[config.mk]
export PLATFORM = sky130hd
export DESIGN_NAME = sis_regs
export DESIGN_NICKNAME = d
export VERILOG_FILES = /design/src/sis_pkg.sv /design/src/sis_flag.sv /design/src/sis_regs.sv
export SDC_FILE = /design/constraint.sdc
export NUM_CORES = 1
export LEC_CHECK = 0
export BUFFER_PORTS_ARGS = -buffer_cell sky130_fd_sc_hd__buf_2
export CELL_PAD_IN_SITES_DETAIL_PLACEMENT = 1
export CELL_PAD_IN_SITES_GLOBAL_PLACEMENT = 2
export CORE_MARGIN = 2
export CORE_UTILIZATION = 20
export DETAILED_ROUTE_END_ITERATION = 7
export PLACE_DENSITY_LB_ADDON = 0.15
export SYNTH_ARGS = -nofsm -noshare
export SYNTH_HDL_FRONTEND = slang
export SYNTH_SLANG_ARGS = --single-unit
export TNS_END_PERCENT = 5
[constraint.sdc]
create_clock -name clk_in -period 1.1 [get_ports clk_in]
set_clock_uncertainty 0.2 [all_clocks]
set_input_delay 0.22 -clock clk_in [delete_from_list [all_inputs] [get_ports clk_in]]
set_output_delay 0.22 -clock clk_in [all_outputs]
set_load 0.02 [all_outputs]
[src/sis_pkg.sv]
// Constants and types for the identification and status register group.
// Assumes a bus framer in the device that decodes register reads by address.
package sis_pkg;

    localparam int          SIS_ADDR_W          = 6;
    localparam int          SIS_DATA_W          = 16;
    localparam logic [5:0]  SIS_ADDR_MAKER      = 6'o01;
    localparam logic [5:0]  SIS_ADDR_PART       = 6'o02;
    localparam logic [5:0]  SIS_ADDR_CAPS       = 6'o03;
    localparam logic [5:0]  SIS_ADDR_STATUS     = 6'o04;
    localparam logic [5:0]  SIS_ADDR_READOUT    = 6'o11;
    localparam int          SIS_PART_LSB        = 0;
    localparam int          SIS_PART_W          = 11;
    localparam int          SIS_REV_LSB         = 11;
    localparam int          SIS_REV_W           = 5;
    localparam int          SIS_ST_EVENT_BIT    = 0;
    localparam int          SIS_ST_ERROR_BIT    = 4;
    localparam int          SIS_ST_BUS_BIT      = 7;
    localparam logic [15:0] SIS_CAPS_VALUE      = 16'h0001;
    localparam logic [7:0]  SIS_STATUS_RESET    = 8'h00;
    localparam logic [15:0] SIS_DATA_RESET      = 16'h0000;

    // Events arriving from the temperature function and the bus framer.
    typedef struct packed {
        logic result_stored;
        logic func_error;
        logic func_handled;
        logic nack_seen;
    } sis_events_t;

    // One register read request from the bus framer.
    typedef struct packed {
        logic       strobe;
        logic [5:0] addr;
    } sis_read_t;

endpackage : sis_pkg

[src/sis_flag.sv]
// Sticky flag with set, clear and synchronous reset; set wins over clear.
// Assumes all inputs come from logic on clk_in.
`timescale 1ns/1ps
module sis_flag
    import sis_pkg::*;
(
    input  wire logic clk_in,
    input  wire logic rst_n_in,
    input  wire logic set_in,
    input  wire logic clr_in,
    output logic      flag_out
);
    logic flag_q;
    logic flag_d;

    always_comb
    begin
        flag_d = flag_q;
        if (clr_in)
        begin
            flag_d = 1'b0;
        end
        if (set_in)
        begin
            flag_d = 1'b1;
        end
    end

    always_ff @(posedge clk_in)
    begin
        if (!rst_n_in)
        begin
            flag_q <= 1'b0;
        end
        else
        begin
            flag_q <= flag_d;
        end
    end

    assign flag_out = flag_q;

endmodule : sis_flag

[src/sis_regs.sv]
// Read-only identification, capability and status registers.
// Assumes a bus framer that issues one-cycle read strobes with an address,
// reports no-acknowledge events, and pulses device reset on the reset input.
`timescale 1ns/1ps
module sis_regs
    import sis_pkg::*;
#(
    // Arbitrary neutral identity values.
    parameter logic [15:0] MAKER_CODE = 16'h0A5A,
    parameter logic [10:0] PART_CODE  = 11'h005,
    parameter logic [4:0]  DIE_REV    = 5'h00
)
(
    input  wire logic        clk_in,
    input  wire logic        rst_n_in,
    input  wire sis_read_t   rd_in,
    input  wire sis_events_t ev_in,
    output logic [15:0]      rd_data_out,
    output logic             rd_valid_out,
    output logic [7:0]       status_out
);
    logic        rd_status;
    logic        rd_readout;
    logic        unread_q;
    logic        unread_d;
    logic        overrun;
    logic        ev_flag;
    logic        err_flag;
    logic        bus_flag;
    logic [7:0]  status_now;
    logic [15:0] data_q;
    logic [15:0] data_d;
    logic        valid_q;
    logic        valid_d;
    logic [7:0]  status_q;

    // Part code and die revision must fill one read word exactly.
    if (SIS_PART_W + SIS_REV_W != SIS_DATA_W)
    begin : g_field_check
        $error("part and revision fields do not fill a data word");
    end

    assign rd_status  = rd_in.strobe && rd_in.addr == SIS_ADDR_STATUS;
    assign rd_readout = rd_in.strobe && rd_in.addr == SIS_ADDR_READOUT;
    assign overrun    = ev_in.result_stored && unread_q && !rd_readout;

    always_comb
    begin
        unread_d = unread_q;
        if (rd_readout)
        begin
            unread_d = 1'b0;
        end
        if (ev_in.result_stored)
        begin
            unread_d = 1'b1;
        end
    end

    // Reset of every flag comes from rst_n_in, the device reset.
    sis_flag u_event_flag (
        .clk_in   (clk_in),
        .rst_n_in (rst_n_in),
        .set_in   (ev_in.result_stored),
        .clr_in   (ev_in.func_handled || rd_readout),
        .flag_out (ev_flag)
    );

    sis_flag u_error_flag (
        .clk_in   (clk_in),
        .rst_n_in (rst_n_in),
        .set_in   (ev_in.func_error || overrun),
        .clr_in   (ev_in.func_handled || rd_readout),
        .flag_out (err_flag)
    );

    sis_flag u_bus_flag (
        .clk_in   (clk_in),
        .rst_n_in (rst_n_in),
        .set_in   (ev_in.nack_seen),
        .clr_in   (rd_status),
        .flag_out (bus_flag)
    );

    always_comb
    begin
        status_now = SIS_STATUS_RESET;
        status_now[SIS_ST_EVENT_BIT] = ev_flag;
        status_now[SIS_ST_ERROR_BIT] = err_flag;
        status_now[SIS_ST_BUS_BIT]   = bus_flag;
    end

    always_comb
    begin
        data_d  = data_q;
        valid_d = rd_in.strobe;
        if (rd_in.strobe)
        begin
            case (rd_in.addr)
                SIS_ADDR_MAKER:  data_d = MAKER_CODE;
                SIS_ADDR_PART:   data_d = {DIE_REV, PART_CODE};
                SIS_ADDR_CAPS:   data_d = SIS_CAPS_VALUE;
                SIS_ADDR_STATUS: data_d = {8'h00, status_now};
                default:         data_d = SIS_DATA_RESET;
            endcase
        end
    end

    always_ff @(posedge clk_in)
    begin
        if (!rst_n_in)
        begin
            data_q   <= SIS_DATA_RESET;
            valid_q  <= 1'b0;
            unread_q <= 1'b0;
            status_q <= SIS_STATUS_RESET;
        end
        else
        begin
            data_q   <= data_d;
            valid_q  <= valid_d;
            unread_q <= unread_d;
            status_q <= status_now;
        end
    end

    assign rd_data_out  = data_q;
    assign rd_valid_out = valid_q;
    assign status_out   = status_q;

    property p_status_read_value;
        @(posedge clk_in) disable iff (!rst_n_in)
        rd_status |=> rd_data_out == {8'h00, $past(status_now)};
    endproperty
    a_status_read_value: assert property (p_status_read_value)
        else $error("status read returned wrong value");

    property p_bus_clear;
        @(posedge clk_in) disable iff (!rst_n_in)
        rd_status && !ev_in.nack_seen |=> !bus_flag;
    endproperty
    a_bus_clear: assert property (p_bus_clear)
        else $error("bus flag not cleared by status read");

    property p_bus_set;
        @(posedge clk_in) disable iff (!rst_n_in)
        ev_in.nack_seen |=> bus_flag;
    endproperty
    a_bus_set: assert property (p_bus_set)
        else $error("bus flag not set by nack");

    property p_event_set;
        @(posedge clk_in) disable iff (!rst_n_in)
        ev_in.result_stored |=> ev_flag ##1 status_out[0];
    endproperty
    a_event_set: assert property (p_event_set)
        else $error("event flag not set");

    property p_event_hold;
        @(posedge clk_in) disable iff (!rst_n_in)
        ev_flag && !ev_in.func_handled && !rd_readout |=> ev_flag;
    endproperty
    a_event_hold: assert property (p_event_hold)
        else $error("event flag dropped without clear");

    property p_overrun;
        @(posedge clk_in) disable iff (!rst_n_in)
        ev_in.result_stored ##1 (ev_in.result_stored && !rd_readout)
        |=> err_flag;
    endproperty
    a_overrun: assert property (p_overrun)
        else $error("overrun did not set error flag");

    property p_readout_clear;
        @(posedge clk_in) disable iff (!rst_n_in)
        rd_readout && !ev_in.result_stored && !ev_in.func_error
        |=> !ev_flag && !err_flag;
    endproperty
    a_readout_clear: assert property (p_readout_clear)
        else $error("readout read did not clear flags");

    property p_error_set;
        @(posedge clk_in) disable iff (!rst_n_in)
        ev_in.func_error |=> err_flag;
    endproperty
    a_error_set: assert property (p_error_set)
        else $error("error flag not set");

    property p_error_clear;
        @(posedge clk_in) disable iff (!rst_n_in)
        ev_in.func_handled && !ev_in.func_error && !overrun |=> !err_flag;
    endproperty
    a_error_clear: assert property (p_error_clear)
        else $error("error flag not cleared when handled");

    property p_zero_bits;
        @(posedge clk_in) disable iff (!rst_n_in)
        status_out[3:1] == 3'h0 && status_out[6:5] == 2'h0;
    endproperty
    a_zero_bits: assert property (p_zero_bits)
        else $error("unused status bits not zero");

    property p_reset_clears;
        @(posedge clk_in)
        !rst_n_in |=> status_out == SIS_STATUS_RESET && !bus_flag;
    endproperty
    a_reset_clears: assert property (p_reset_clears)
        else $error("reset did not clear status");

endmodule : sis_regs

### Yosys cells after proc, flatten, opt, wreduce, memory -nomap -nowiden

Index checks and enable logic that the tools add are counted.

* register bits: 29
* input port bits: 13
* output and inout bits: 25
* word-level logic and storage cells: 32

* eq/ne operators: 5
* muxes and demuxes: 8
* reduce and logical (&&, ||, !) cells: 11

Operator list (number)
* $pmux 12 s4: 1
* $eq 6x2->1 const B: 2
* $reduce_bool 2->1: 4
* $mux 1: 7
* $eq 6x1->1 const B: 1
* $eq 6x3->1 const B: 1
* $eq 6x4->1 const B: 1
* $logic_and 1x1->1: 4
* $logic_or 1x1->1: 2
* $logic_not 1->1: 1

### Depth between registers and ports, before layout

Gate-level depths: netlist of run 1.

* word-level depth: 6
* depth in mapped cells: 3
* depth with buffers taken out: 3

### Hierarchy

From an unflattened synthesis of run 1, not the netlist that was laid out.

* cell total of the unflattened synthesis: 70
* area total of the unflattened synthesis: 691.9 sq um

By module, submodules not included
* sis_regs: instances 1, cells an instance 61, area each 568.0 sq um, seq. area each 200.2 sq um
* sis_flag: instances 3, cells an instance 3, area each 41.3 sq um, seq. area each 20.0 sq um

### Least setup slack after synthesis of run 1

Ideal clock, no wire load.

* kind: input -> register
* start point: in rd_in[1] (netlist bit)
* end point: reg u_bus_flag.flag_q (netlist: u_bus_flag.flag_out)
* setup time: 134 ps
* data arrival time: 770 ps
* required time: 766 ps
* path slack: -4 ps
* stages on the path: 3
* path buffers: 0
* cells stage by stage: nor4b_2 > and2_1 > a31oi_1

* word-level cells in the longest chain between the ends: 3

Ends and longest elaborated chain
* start: declaration: line sis_regs.sv:16 `input wire sis_read_t rd_in,`
* $eq 6x3->1: line sis_regs.sv:43 `assign rd_status = rd_in.strobe && rd_in.addr == SIS_ADDR_STATUS;`
* $logic_and 1x1->1: line sis_regs.sv:43
* $reduce_bool 2->1 (no line)
* end signal: assignment: line sis_flag.sv:37 `flag_q <= flag_d;`
* end: declaration: line sis_flag.sv:13 `logic flag_q;`

No other way between the ends.
A chain may end at the register's enable or synchronous reset.

==> summary.md, run 1 <==
| Metric | Value |
|---|---|
| Status | finished with violations |
| Failing checks | negative setup slack |
| First-pass GRT wire length | 2.24 mm |
| Final hold vios | 0 |
| Core box area | 3050 um2 |
| Leakage Power | 0.409 nW |
| Share of cells above drive strength 1 | 42.6% |
| Post-Layout Inst Area | 908 um2 |
| Clock Path Buffers | 2 |
| GRT busiest layer | met2 |
| Final antenna diode count | 0 |
| Largest cells by area after synthesis | dfxtp_1, buf_4, and2_1 |
| GRT Resource Usage Total | 8.50% |
| Vias in the first global route | 519 |
| Mapped Area | 643 um2 |
| Peak supply drop | 270 uV |
| Root buffer selected by CTS | clkbuf_4 |
| Hold Path Depth | 4 |
| Clk_lat worst skew | 0.27 ns |
| RSZ-0062 raised after global routing | true |
| FF-to-FF Start | u_bus_flag.flag_out$_SDFFE_PN0P_ |
| Wirelength, routed | 1.44 mm |
| CTS tree | built |
| Core Rows | 20 |
| Max-Cap Viols | 0 |
| Worst-path fanout max | 6 |
| Crit-path leading delay family | flip-flops |
| Die Area | 3690 um2 |
| Postcts setup bufs | 0 |
| Final-layout fill cell count | 364 |
| Routed Antenna Nets | 0 |
| HP Class | in2reg |
| CP Launch Type | register |
| Crit path DAT | 0.79 ns |
| Placement Cell Area | 776 um2 |
| Largest net degree at the start of global routing | 9 |
| Syn-to-layout area delta | 41.2% |
| Slew Viols, Final | 0 |
| Final setup violation count | 13 |
| Post-synth top area cell | dfxtp_1 |
| Clock sinks | 13 |
| Critical path type | reg2out |
| H-tree levels | 1 |
| Synth top area share | 40.5% |
| Via count | 541 |
| Cells along the critical path | buf_4 |
| Starting Density | 21.1% |
| Fmax | 827 MHz |
| Slowest cell on crit path | dfxtp_4 |
| Global routing usage on met3 | 2.35% |
| Hold path endpoint | u_event_flag.flag_out$_SDFFE_PN0P_ |
| Mapped Cells | 72 |
| Worst reg-to-reg path cell count | 2 |
| Routed length per instance | 9.93 um |
| DPL Wire Length | 1.18 mm |
| Largest stage delay, worst path | 0.37 ns |
| Die width | 60.7 um |
| Library cells used by synthesis | 25 |
| IO Pins | 38 |
| Post-Place Setup Slack | -0.187 ns |
| Yosys warnings | 0 |
| Pwr/cell area | 1070 nW/um2 |
| RD Place Congestion | 0.737 |
| Nets | 115 |
| Initial antenna violation count | 0 |
| Worst hold path startpoint | ev_in[1] |
| DR pass1 iterations | 2 |
| Hold Worst Slack | 0.0338 ns |
| Critical Path RT | 0.68 ns |
| Port Buffers | 25 |
| CTS buffer count | 3 |
| Reg2reg setup slack | 0.13 ns |
| Final min period | 1.21 ns |
| GR Overflow Total | 0 |
| Setup TNS | -0.821 ns |
| Starting DRT DRC Count | 13 |
| GRT met2 Usage | 12.7% |
| Placed cells | 138 |
| Syn Area/Cell | 8.93 um2 |
| Vias per cell | 3.73 |
| Remaining routing DRC violations | 0 |
| Synthesized flop and latch total | 13 |
| Clk pin slew, worst setup/hold paths | 0.08 ns |
| Critical R2R Capture | rd_data_out[7]$_SDFFE_PN0P_ |
| Die Y | 60.7 um |
| Crit. End Element | output port |
| Final period utilization | 110% |
| Post-Layout Cell Count | 145 |
| Final Worst Setup Slack | -0.109 ns |
| Sequential share of the synthesized area | 40.5% |
| WP buf/inv | 1 |
| Met1 GRT Util | 10.6% |
logic make-up (layout without fill, tap and decap cells):
| group | Yosys count | after routing | synth area share (%) |
|---|---|---|---|
| compound gates | 13 | 13 | 12.8 |
| buf+inv | 22 | 40 | 22.2 |
| flops | 13 | 13 | 40.5 |
| other cells | 1 | 12 | 0.583 |
| simple gates | 23 | 23 | 23.9 |
metrics by stage:
step	utilization [%]	power, mW
2_1_floorplan	-	0.637
3_3_place_gp	25.4	0.671
3_5_place_dp	25.4	0.672
4_1_cts	29.8	0.995
5_1_grt	29.8	1.03
6_report	29.8	0.976
routing by layer:
| metal | share of wire [%] | routed length [um] |
|---|---|---|
| met5 | 0 | 0 |
| met4 | 1.9 | 27 |
| met3 | 6.7 | 96 |
| met2 | 44 | 640 |
| met1 | 47 | 675 |
worst max path at each step:
| stage | to | cells after the start | slack [ns] | from |
|---|---|---|---|---|
| after floorplan | rd_data_out[11] | 1 | -0.001 | rd_data_out[9]$_SDFFE_PN0P_ |
| after global placement | u_bus_flag.flag_out$_SDFFE_PN0P_ | 4 | -0.17 | rd_in[1] |
| after detailed placement | u_bus_flag.flag_out$_SDFFE_PN0P_ | 4 | -0.19 | rd_in[1] |
| after CTS | rd_data_out[11] | 1 | -0.12 | rd_data_out[9]$_SDFFE_PN0P_ |
| after global routing | rd_data_out[1] | 1 | -0.14 | rd_data_out[9]$_SDFFE_PN0P_ |
| final | rd_data_out[11] | 1 | -0.11 | rd_data_out[9]$_SDFFE_PN0P_ |
area by class of cell:
| cell class | instances | area, um2 | share of cell area [%] |
|---|---|---|---|
| Sequential cell | 13 | 274 | 30.2 |
| Multi-Input combinational cell | 48 | 290 | 32.0 |
| Timing Repair Buffer | 32 | 248 | 27.3 |
| Inverter | 4 | 15.0 | 1.65 |
| Tap cell | 44 | 55.1 | 6.06 |
| Clock buffer | 4 | 26.3 | 2.89 |
power breakdown:
| group | total (mW) | switching [mW] | internal (mW) |
|---|---|---|---|
| combinational | 0.176 | 0.105 | 0.0715 |
| clock | 0.296 | 0.156 | 0.140 |
| sequential | 0.504 | 0.0120 | 0.492 |
state kept, by name, summed over array words and instances, names as in the netlist:
name and flops:
u_bus_flag.flag_out 1, unread_q 1, u_error_flag.flag_out 1, u_event_flag.flag_out 1, rd_valid_out 1, rd_data_out 5
status_out 3
Yosys cell counts:
cell type	count
nand2b_1	2
clkbuf_1	2
nor3_1	1
buf_4	16
a32oi_1	2
o31ai_1	1
nand3b_1	2
nor4b_2	1
a22oi_1	1
nor2b_1	1
nand4b_1	1
and2_1	4
nor2_1	2
nand3_1	2
o21ai_1	2
o21ai_0	3
conb_1	1
a31o_1	1
inv_1	4
nand2_1	5
nor4_4	1
a31oi_1	1
and4_1	1
dfxtp_1	13
a21oi_1	2
cell usage in the layout (no fill, tap or decap), drive strengths merged:
master       Yosys  final
a21oi            2      2
a22oi            1      1
a31o             1      1
a31oi            1      1
a32oi            2      2
and2             4      4
and4             1      1
buf             16     29
clkbuf           2      4
conb             1     12
dfxtp           13     13
dlygate4sd3      0      3
inv              4      4
nand2            5      5
nand2b           2      2
nand3            2      2
nand3b           2      2
nand4b           1      1
nor2             2      2
nor2b            1      1
nor3             1      1
nor4             1      1
nor4b            1      1
o21ai            5      5
o31ai            1      1
repair_timing:
action | CTS | global route
gates resized for setup | 31 | 0
hold endpoints to repair | 4 | 0
setup endpoints to repair | 13 | 14
gates cloned | 0 | 0
hold buffers | 3 | 0
(Power assumes the default switching activity.)
==> inputs of run 2 (changes only) <==
- SETUP_SLACK_MARGIN: not set -> 0.3
==> summary.md, run 2 (same netlist as run 1, synthesis figures left out) <==
| Metric | Value |
|---|---|
| Vias per cell | 3.88 (+4.0%) |
| Final Worst Setup Slack | -0.123 ns (-0.0144 ns) |
| Clk_lat worst skew | 0.28 ns (about the same) |
| Remaining routing DRC violations | 0 (unchanged) |
| Syn-to-layout area delta | 54.5% |
| Slew Viols, Final | 0 (unchanged) |
| Nets | 111 (-3.5%) |
| Initial antenna violation count | 0 (unchanged) |
| Slowest cell on crit path | dfxtp_4 |
| Postcts setup bufs | 0 (unchanged) |
| Multi-input combinational cell area | 364 um2 (+25%) |
| Leakage Power | 0.437 nW (+6.9%) |
| FF-to-FF Start | u_bus_flag.flag_out$_SDFFE_PN0P_ |
| Register area | 279 um2 (+1.8%) |
| Routed Antenna Nets | 0 (unchanged) |
| Reg2reg setup slack | 0.13 ns (about the same) |
| Die width | 60.7 um (unchanged) |
| Final core occ | 32.5% (+2.8 points) |
| WP buf/inv | 1 (unchanged) |
| Routed length per instance | 10.8 um (+8.5%) |
| Root buffer selected by CTS | clkbuf_4 |
| Clock sinks | 13 (unchanged) |
| Final setup violation count | 13 (unchanged) |
| Wirelength, routed | 1.52 mm (+5.5%) |
| Max-Cap Viols | 0 (unchanged) |
| DPL Wire Length | 1.20 mm (+1.7%) |
| Starting Density | 21.1% (unchanged) |
| Worst-path fanout max | 6 (unchanged) |
| Pwr/cell area | 1030 nW/um2 (-4.3%) |
| CP Launch Type | register |
| Worst hold path startpoint | ev_in[2] |
| Share of cells above drive strength 1 | 60.8% (+18 points) |
| HP Class | in2reg |
| Core box area | 3050 um2 (unchanged) |
| Critical Path RT | 0.68 ns (about the same) |
| Critical path type | reg2out |
| Hold Worst Slack | -0.0694 ns (-0.103 ns) |
| IO Pins | 38 (unchanged) |
| CTS buffer count | 3 (unchanged) |
| Max reg flops | 5 (unchanged) |
| Vias in the first global route | 532 (+2.5%) |
| DR pass1 iterations | 2 (unchanged) |
| CTS tree | built |
| Hold Path Depth | 3 (-1) |
| Crit path DAT | 0.80 ns (about the same) |
| Die Area | 3690 um2 (unchanged) |
| GRT Resource Usage Total | 9.08% (+0.58 points) |
| Commonest cells after routing, fill and taps aside | conb_1, dfxtp_2, buf_4, buf_6, buf_2 |
| Crit. End Element | output port |
| H-tree levels | 1 (unchanged) |
| First-pass GRT wire length | 2.40 mm (+7.4%) |
| Critical R2R Capture | u_bus_flag.flag_out$_SDFFE_PN0P_ |
| RSZ-0062 raised after global routing | true |
| RD Place Congestion | 0.672 (-8.8%) |
| Status | finished with violations |
| Final antenna diode count | 0 (unchanged) |
| Largest stage delay, worst path | 0.37 ns (about the same) |
| Crit-path leading delay family | flip-flops |
| Largest net degree at the start of global routing | 9 (unchanged) |
| Clk pin slew, worst setup/hold paths | 0.09 ns (about the same) |
| Cells along the critical path | buf_4 |
| Peak supply drop | 310 uV (+15%) |
| Setup TNS | -1.02 ns (-0.200 ns) |
| Core Rows | 20 (unchanged) |
| Power Total | 1.02 mW (+4.7%) |
| Die Y | 60.7 um (unchanged) |
| Final hold vios | 2 (+2) |
| Starting DRT DRC Count | 3 (-10) |
| GR Overflow Total | 0 (unchanged) |
| Via count | 547 (+1.1%) |
| Fmax | 817 MHz (-1.2%) |
| Hold path endpoint | u_error_flag.flag_out$_SDFFE_PN0P_ |
| Clock Path Buffers | 2 (unchanged) |
| Worst reg-to-reg path cell count | 2 (unchanged) |
| Final period utilization | 111% (+1.3 points) |
| Final-layout fill cell count | 363 (-0.27%) |
| Failing checks | negative hold slack, negative setup slack |
| Critical Path Stages | 1 (unchanged) |
| Final min period | 1.22 ns (+0.0144 ns) |
| Port Buffers | 25 (unchanged) |
## run 2: through the flow
step / cell area [um2] / worst slack (ns) / instances
after floorplan: 694 / 0.0332 / 83
after global placement: 769 / -0.144 / 137
after detailed placement: 769 / -0.187 / 137
after CTS: 957 / -0.130 / 141
after global routing: 993 / -0.148 / 141
final: 993 / -0.123 / 141
## run 2: routing by layer
| layer | global-route usage [%] | vias up | part of all wire [%] | wire length, um |
|---|---|---|---|---|
| li1 | - | 267 | - | - |
| met1 | 10.2 | 246 | 42 | 637 |
| met2 | 15.1 | 29 | 47 | 719 |
| met3 | 1.49 | 5 | 6.9 | 105 |
| met4 | 7.45 | 0 | 3.8 | 57 |
| met5 | 0 | - | 0 | 0 |
## run 2: report_power, final
part | internal (mW) | switching, mW
Sequential | 0.494 | 0.0145
Clock | 0.135 | 0.171
Combinational | 0.0892 | 0.117
## run 2: worst max-delay path by stage
stage                                            from                                to  slack, ns
after floorplan                              rd_in[3]  u_bus_flag.flag_out$_SDFFE_PN0P_       0.03
after global placement                       rd_in[3]  u_bus_flag.flag_out$_SDFFE_PN0P_      -0.14
after detailed placement                     rd_in[3]  u_bus_flag.flag_out$_SDFFE_PN0P_      -0.19
after CTS                 rd_data_out[9]$_SDFFE_PN0P_                    rd_data_out[3]      -0.13
after global routing      rd_data_out[9]$_SDFFE_PN0P_                    rd_data_out[1]      -0.15
final                     rd_data_out[9]$_SDFFE_PN0P_                    rd_data_out[3]      -0.12
## run 2: worst min-delay path: stages
cell     delay [ns]
buf_2          0.07
nand2_1        0.04
o31ai_1        0.05
## run 2: repair_timing
item / CTS / global route
endpoints found under the setup margin: 22 / 22
pin swaps: 19 / 18
resized for setup: 57 / 6
endpoints found under the hold margin: 4 / 2
## run 2: area by class of cell
cell class	count	share of cell area [%]
Clock inverter	1	0.504
Multi-Input combinational cell	48	36.6
Inverter	4	1.51
Sequential cell	13	28.1
Clock buffer	3	2.27
Tap cell	44	5.54
Timing Repair Buffer	28	25.4
==> inputs of run 3 (changes only) <==
- CORE_UTILIZATION: 20 -> 21
- SYNTH_HIERARCHICAL: not set -> 1
==> summary.md, run 3 <==
| Metric | Value |
|---|---|
| Critical R2R Capture | rd_data_out[4]$_SDFFE_PN0P_ |
| Starting Density | 22.3% (+1.2 points) |
| Final hold vios | 2 (unchanged) |
| Syn-to-layout area delta | 48.1% |
| Setup TNS | -0.960 ns (+0.0606 ns) |
| Library cells used by synthesis | 27 (+8.0%) |
| Root buffer selected by CTS | clkbuf_4 |
| Die Area | 3770 um2 (+2.3%) |
| Synth top area share | 37.6% (-2.9 points) |
| Fmax | 827 MHz (+1.1%) |
| Die width | 61.4 um (+1.1%) |
| First-pass GRT wire length | 2.30 mm (-4.3%) |
| Sequential share of the synthesized area | 37.6% (-2.9 points) |
| Yosys warnings | 6 (+6) |
| DPL Wire Length | 1.26 mm (+5.2%) |
| Post-synth top area cell | dfxtp_1 |
| Port Buffers | 25 (unchanged) |
| Pwr/cell area | 977 nW/um2 (-5.0%) |
| Slowest cell on crit path | dfxtp_4 |
| Max reg flops | 5 (unchanged) |
| GRT Resource Usage Total | 8.89% (-0.19 points) |
| CTS tree | built |
| Remaining routing DRC violations | 0 (unchanged) |
| GR Overflow Total | 0 (unchanged) |
| Mapped Area | 692 um2 (+7.6%) |
| Synthesized flop and latch total | 13 (unchanged) |
| Vias in the first global route | 503 (-5.5%) |
| Clk_lat worst skew | 0.28 ns (about the same) |
| Reg2reg setup slack | 0.05 ns (-0.08 ns) |
| Initial antenna violation count | 0 (unchanged) |
| HP Class | in2reg |
| Critical Path RT | 0.68 ns (about the same) |
| Failing checks | negative hold slack, negative setup slack |
| Final antenna diode count | 0 (unchanged) |
| Largest net degree at the start of global routing | 10 (+1) |
| Leakage Power | 0.499 nW (+14%) |
| Post-Layout Cell Count | 147 (+4.3%) |
| Crit-path leading delay family | flip-flops |
| Core box area | 3100 um2 (+1.6%) |
| Met2 wire length | 677 um (-5.8%) |
| Power Total | 1.00 mW (-2.0%) |
| H-tree levels | 1 (unchanged) |
| Wirelength, routed | 1.47 mm (-3.4%) |
| DR pass1 iterations | 2 (unchanged) |
| Clk pin slew, worst setup/hold paths | 0.08 ns (about the same) |
| Hold Worst Slack | -0.0652 ns (+0.00416 ns) |
| Via count | 551 (+0.73%) |
| Final setup violation count | 15 (+2) |
| Top_reg_cell synth | dfxtp_1 |
| Final period utilization | 110% (-1.2 points) |
| Routed Antenna Nets | 0 (unchanged) |
| Crit. End Element | output port |
| Core Rows | 20 (unchanged) |
| Number of synthesized flops with an enable pin | 0 (unchanged) |
| CTS buffer count | 3 (unchanged) |
| Critical Path Stages | 1 (unchanged) |
| Max-Cap Viols | 0 (unchanged) |
| RD Place Congestion | 0.735 (+9.3%) |
| Mapped Cells | 70 (-2.8%) |
| Placement Cell Area | 873 um2 (+13%) |
| Peak supply drop | 315 uV (+1.6%) |
| WP buf/inv | 1 (unchanged) |
| FF-to-FF Start | u_error_flag/flag_out$_SDFFE_PN0P_ |
| Slew Viols, Final | 0 (unchanged) |
| Critical path type | reg2out |
| Worst-path fanout max | 6 (unchanged) |
| Placed cells | 143 (+4.4%) |
| CP Launch Type | register |
| Post-Layout Inst Area | 1020 um2 (+3.1%) |
| Final min period | 1.21 ns (-0.0135 ns) |
| Worst reg-to-reg path cell count | 3 (+1) |
| Top layer reached by signal wires | met4 |
| Cells along the critical path | buf_4 |
| WL met1 | 654 um (+2.7%) |
| Largest cells by area after synthesis | dfxtp_1, buf_4, nor2b_4 |
| Nets | 117 (+5.4%) |
| RSZ-0062 raised after global routing | true |
| Setup crit start | rd_data_out[9]$_SDFFE_PN0P_ |
| Clock Path Buffers | 2 (unchanged) |
| Top-count cell post-synth | buf_4 |
| Clock sinks | 13 (unchanged) |
| Postcts setup bufs | 0 (unchanged) |
| Crit path DAT | 0.79 ns (about the same) |
| Commonest non-fill, non-tap cell in the layout | buf_4 |
| Vias per cell | 3.75 (-3.4%) |
| IO Pins | 38 (unchanged) |
| Synth top cells by count | buf_4, dfxtp_1, nand2_1 |
| Largest stage delay, worst path | 0.36 ns (about the same) |
| Die Y | 61.4 um (+1.1%) |
| Routed length per instance | 9.99 um (-7.3%) |
| Status | finished with violations |
| Ys async rst share | 0% (unchanged) |
| Commonest cells after routing, fill and taps aside | buf_4, conb_1, dfxtp_2, buf_2, buf_6 |
| Final Worst Setup Slack | -0.110 ns (+0.0136 ns) |
| Syn Area/Cell | 9.88 um2 (+11%) |
| Setup crit end | rd_data_out[6] |
| Share of cells above drive strength 1 | 61.2% (+0.34 points) |
| Starting DRT DRC Count | 4 (+1) |
| Wire length on met3 | 111 um (+5.7%) |
==> run 3: cell count changes after synthesis, sizes merged, moves of 2 or more <==
cell    change
a21oi       -2
a32oi       -2
and3b       +4
inv         -3
nand3b      -2
nor2        -2
nor2b       +4
o21a        +4
o21ai       -4
==> run 3: area by class of cell <==
cell class	count	area, um2
clock buffer	4	26.3
fill	388	2080
inverter	1	3.75
multi-input combinational	50	374
sequential	13	277
tap	44	55.1
timing repair buffer	35	289
==> run 3: worst min-delay path by stage <==
stage                        start                               end  slack [ns]  cells after the start
after floorplan           rd_in[6]       rd_data_out[7]$_SDFFE_PN0P_        0.11                      1
after global placement    ev_in[0]  u_bus_flag/flag_out$_SDFFE_PN0P_        0.23                      2
after detailed placement  ev_in[0]  u_bus_flag/flag_out$_SDFFE_PN0P_        0.24                      2
after CTS                 ev_in[0]  u_bus_flag/flag_out$_SDFFE_PN0P_       -0.06                      2
after global routing      ev_in[0]  u_bus_flag/flag_out$_SDFFE_PN0P_       -0.07                      2
final                     ev_in[0]  u_bus_flag/flag_out$_SDFFE_PN0P_       -0.07                      2
==> run 3: metrics by stage <==
step / setup WS (ns) / utilization, % / hold WS [ns]
final: -0.110 / 33.0 / -0.0652
after global routing: -0.140 / 33.0 / -0.0667
after CTS: -0.124 / 32.4 / -0.0602
after detailed placement: -0.374 / 28.1 / 0.237
after global placement: -0.355 / 28.1 / 0.229
after floorplan: -0.194 / - / 0.108
==> run 3: logic make-up (layout without fill, tap and decap cells) <==
family | after synthesis | in the layout | share of synthesized area [%]
buf+inv | 18 | 40 | 18.4
compound gates | 11 | 11 | 11.9
flops | 13 | 13 | 37.6
simple gates | 27 | 27 | 31.5
other cells | 1 | 12 | 0.542
==> run 3: routing by layer <==
| metal | vias to the layer above | global-route usage, % |
|---|---|---|
| met1 | 253 | 11.3 |
| met3 | 2 | 2.73 |
| li1 | 273 | - |
| met2 | 23 | 13.5 |
| met5 | - | 0 |
| met4 | 0 | 4.56 |
==> run 3: repair_timing <==
action,4_1_cts,5_1_grt
gates resized for setup,39,7
endpoints found under the hold margin,3,1
pin swaps,6,11
endpoints found under the setup margin,22,23
==> run 3: report_power, final <==
part	internal, mW	switching [mW]
Clock	0.141	0.155
Combinational	0.101	0.104
Sequential	0.491	0.0103
Total	0.732	0.269
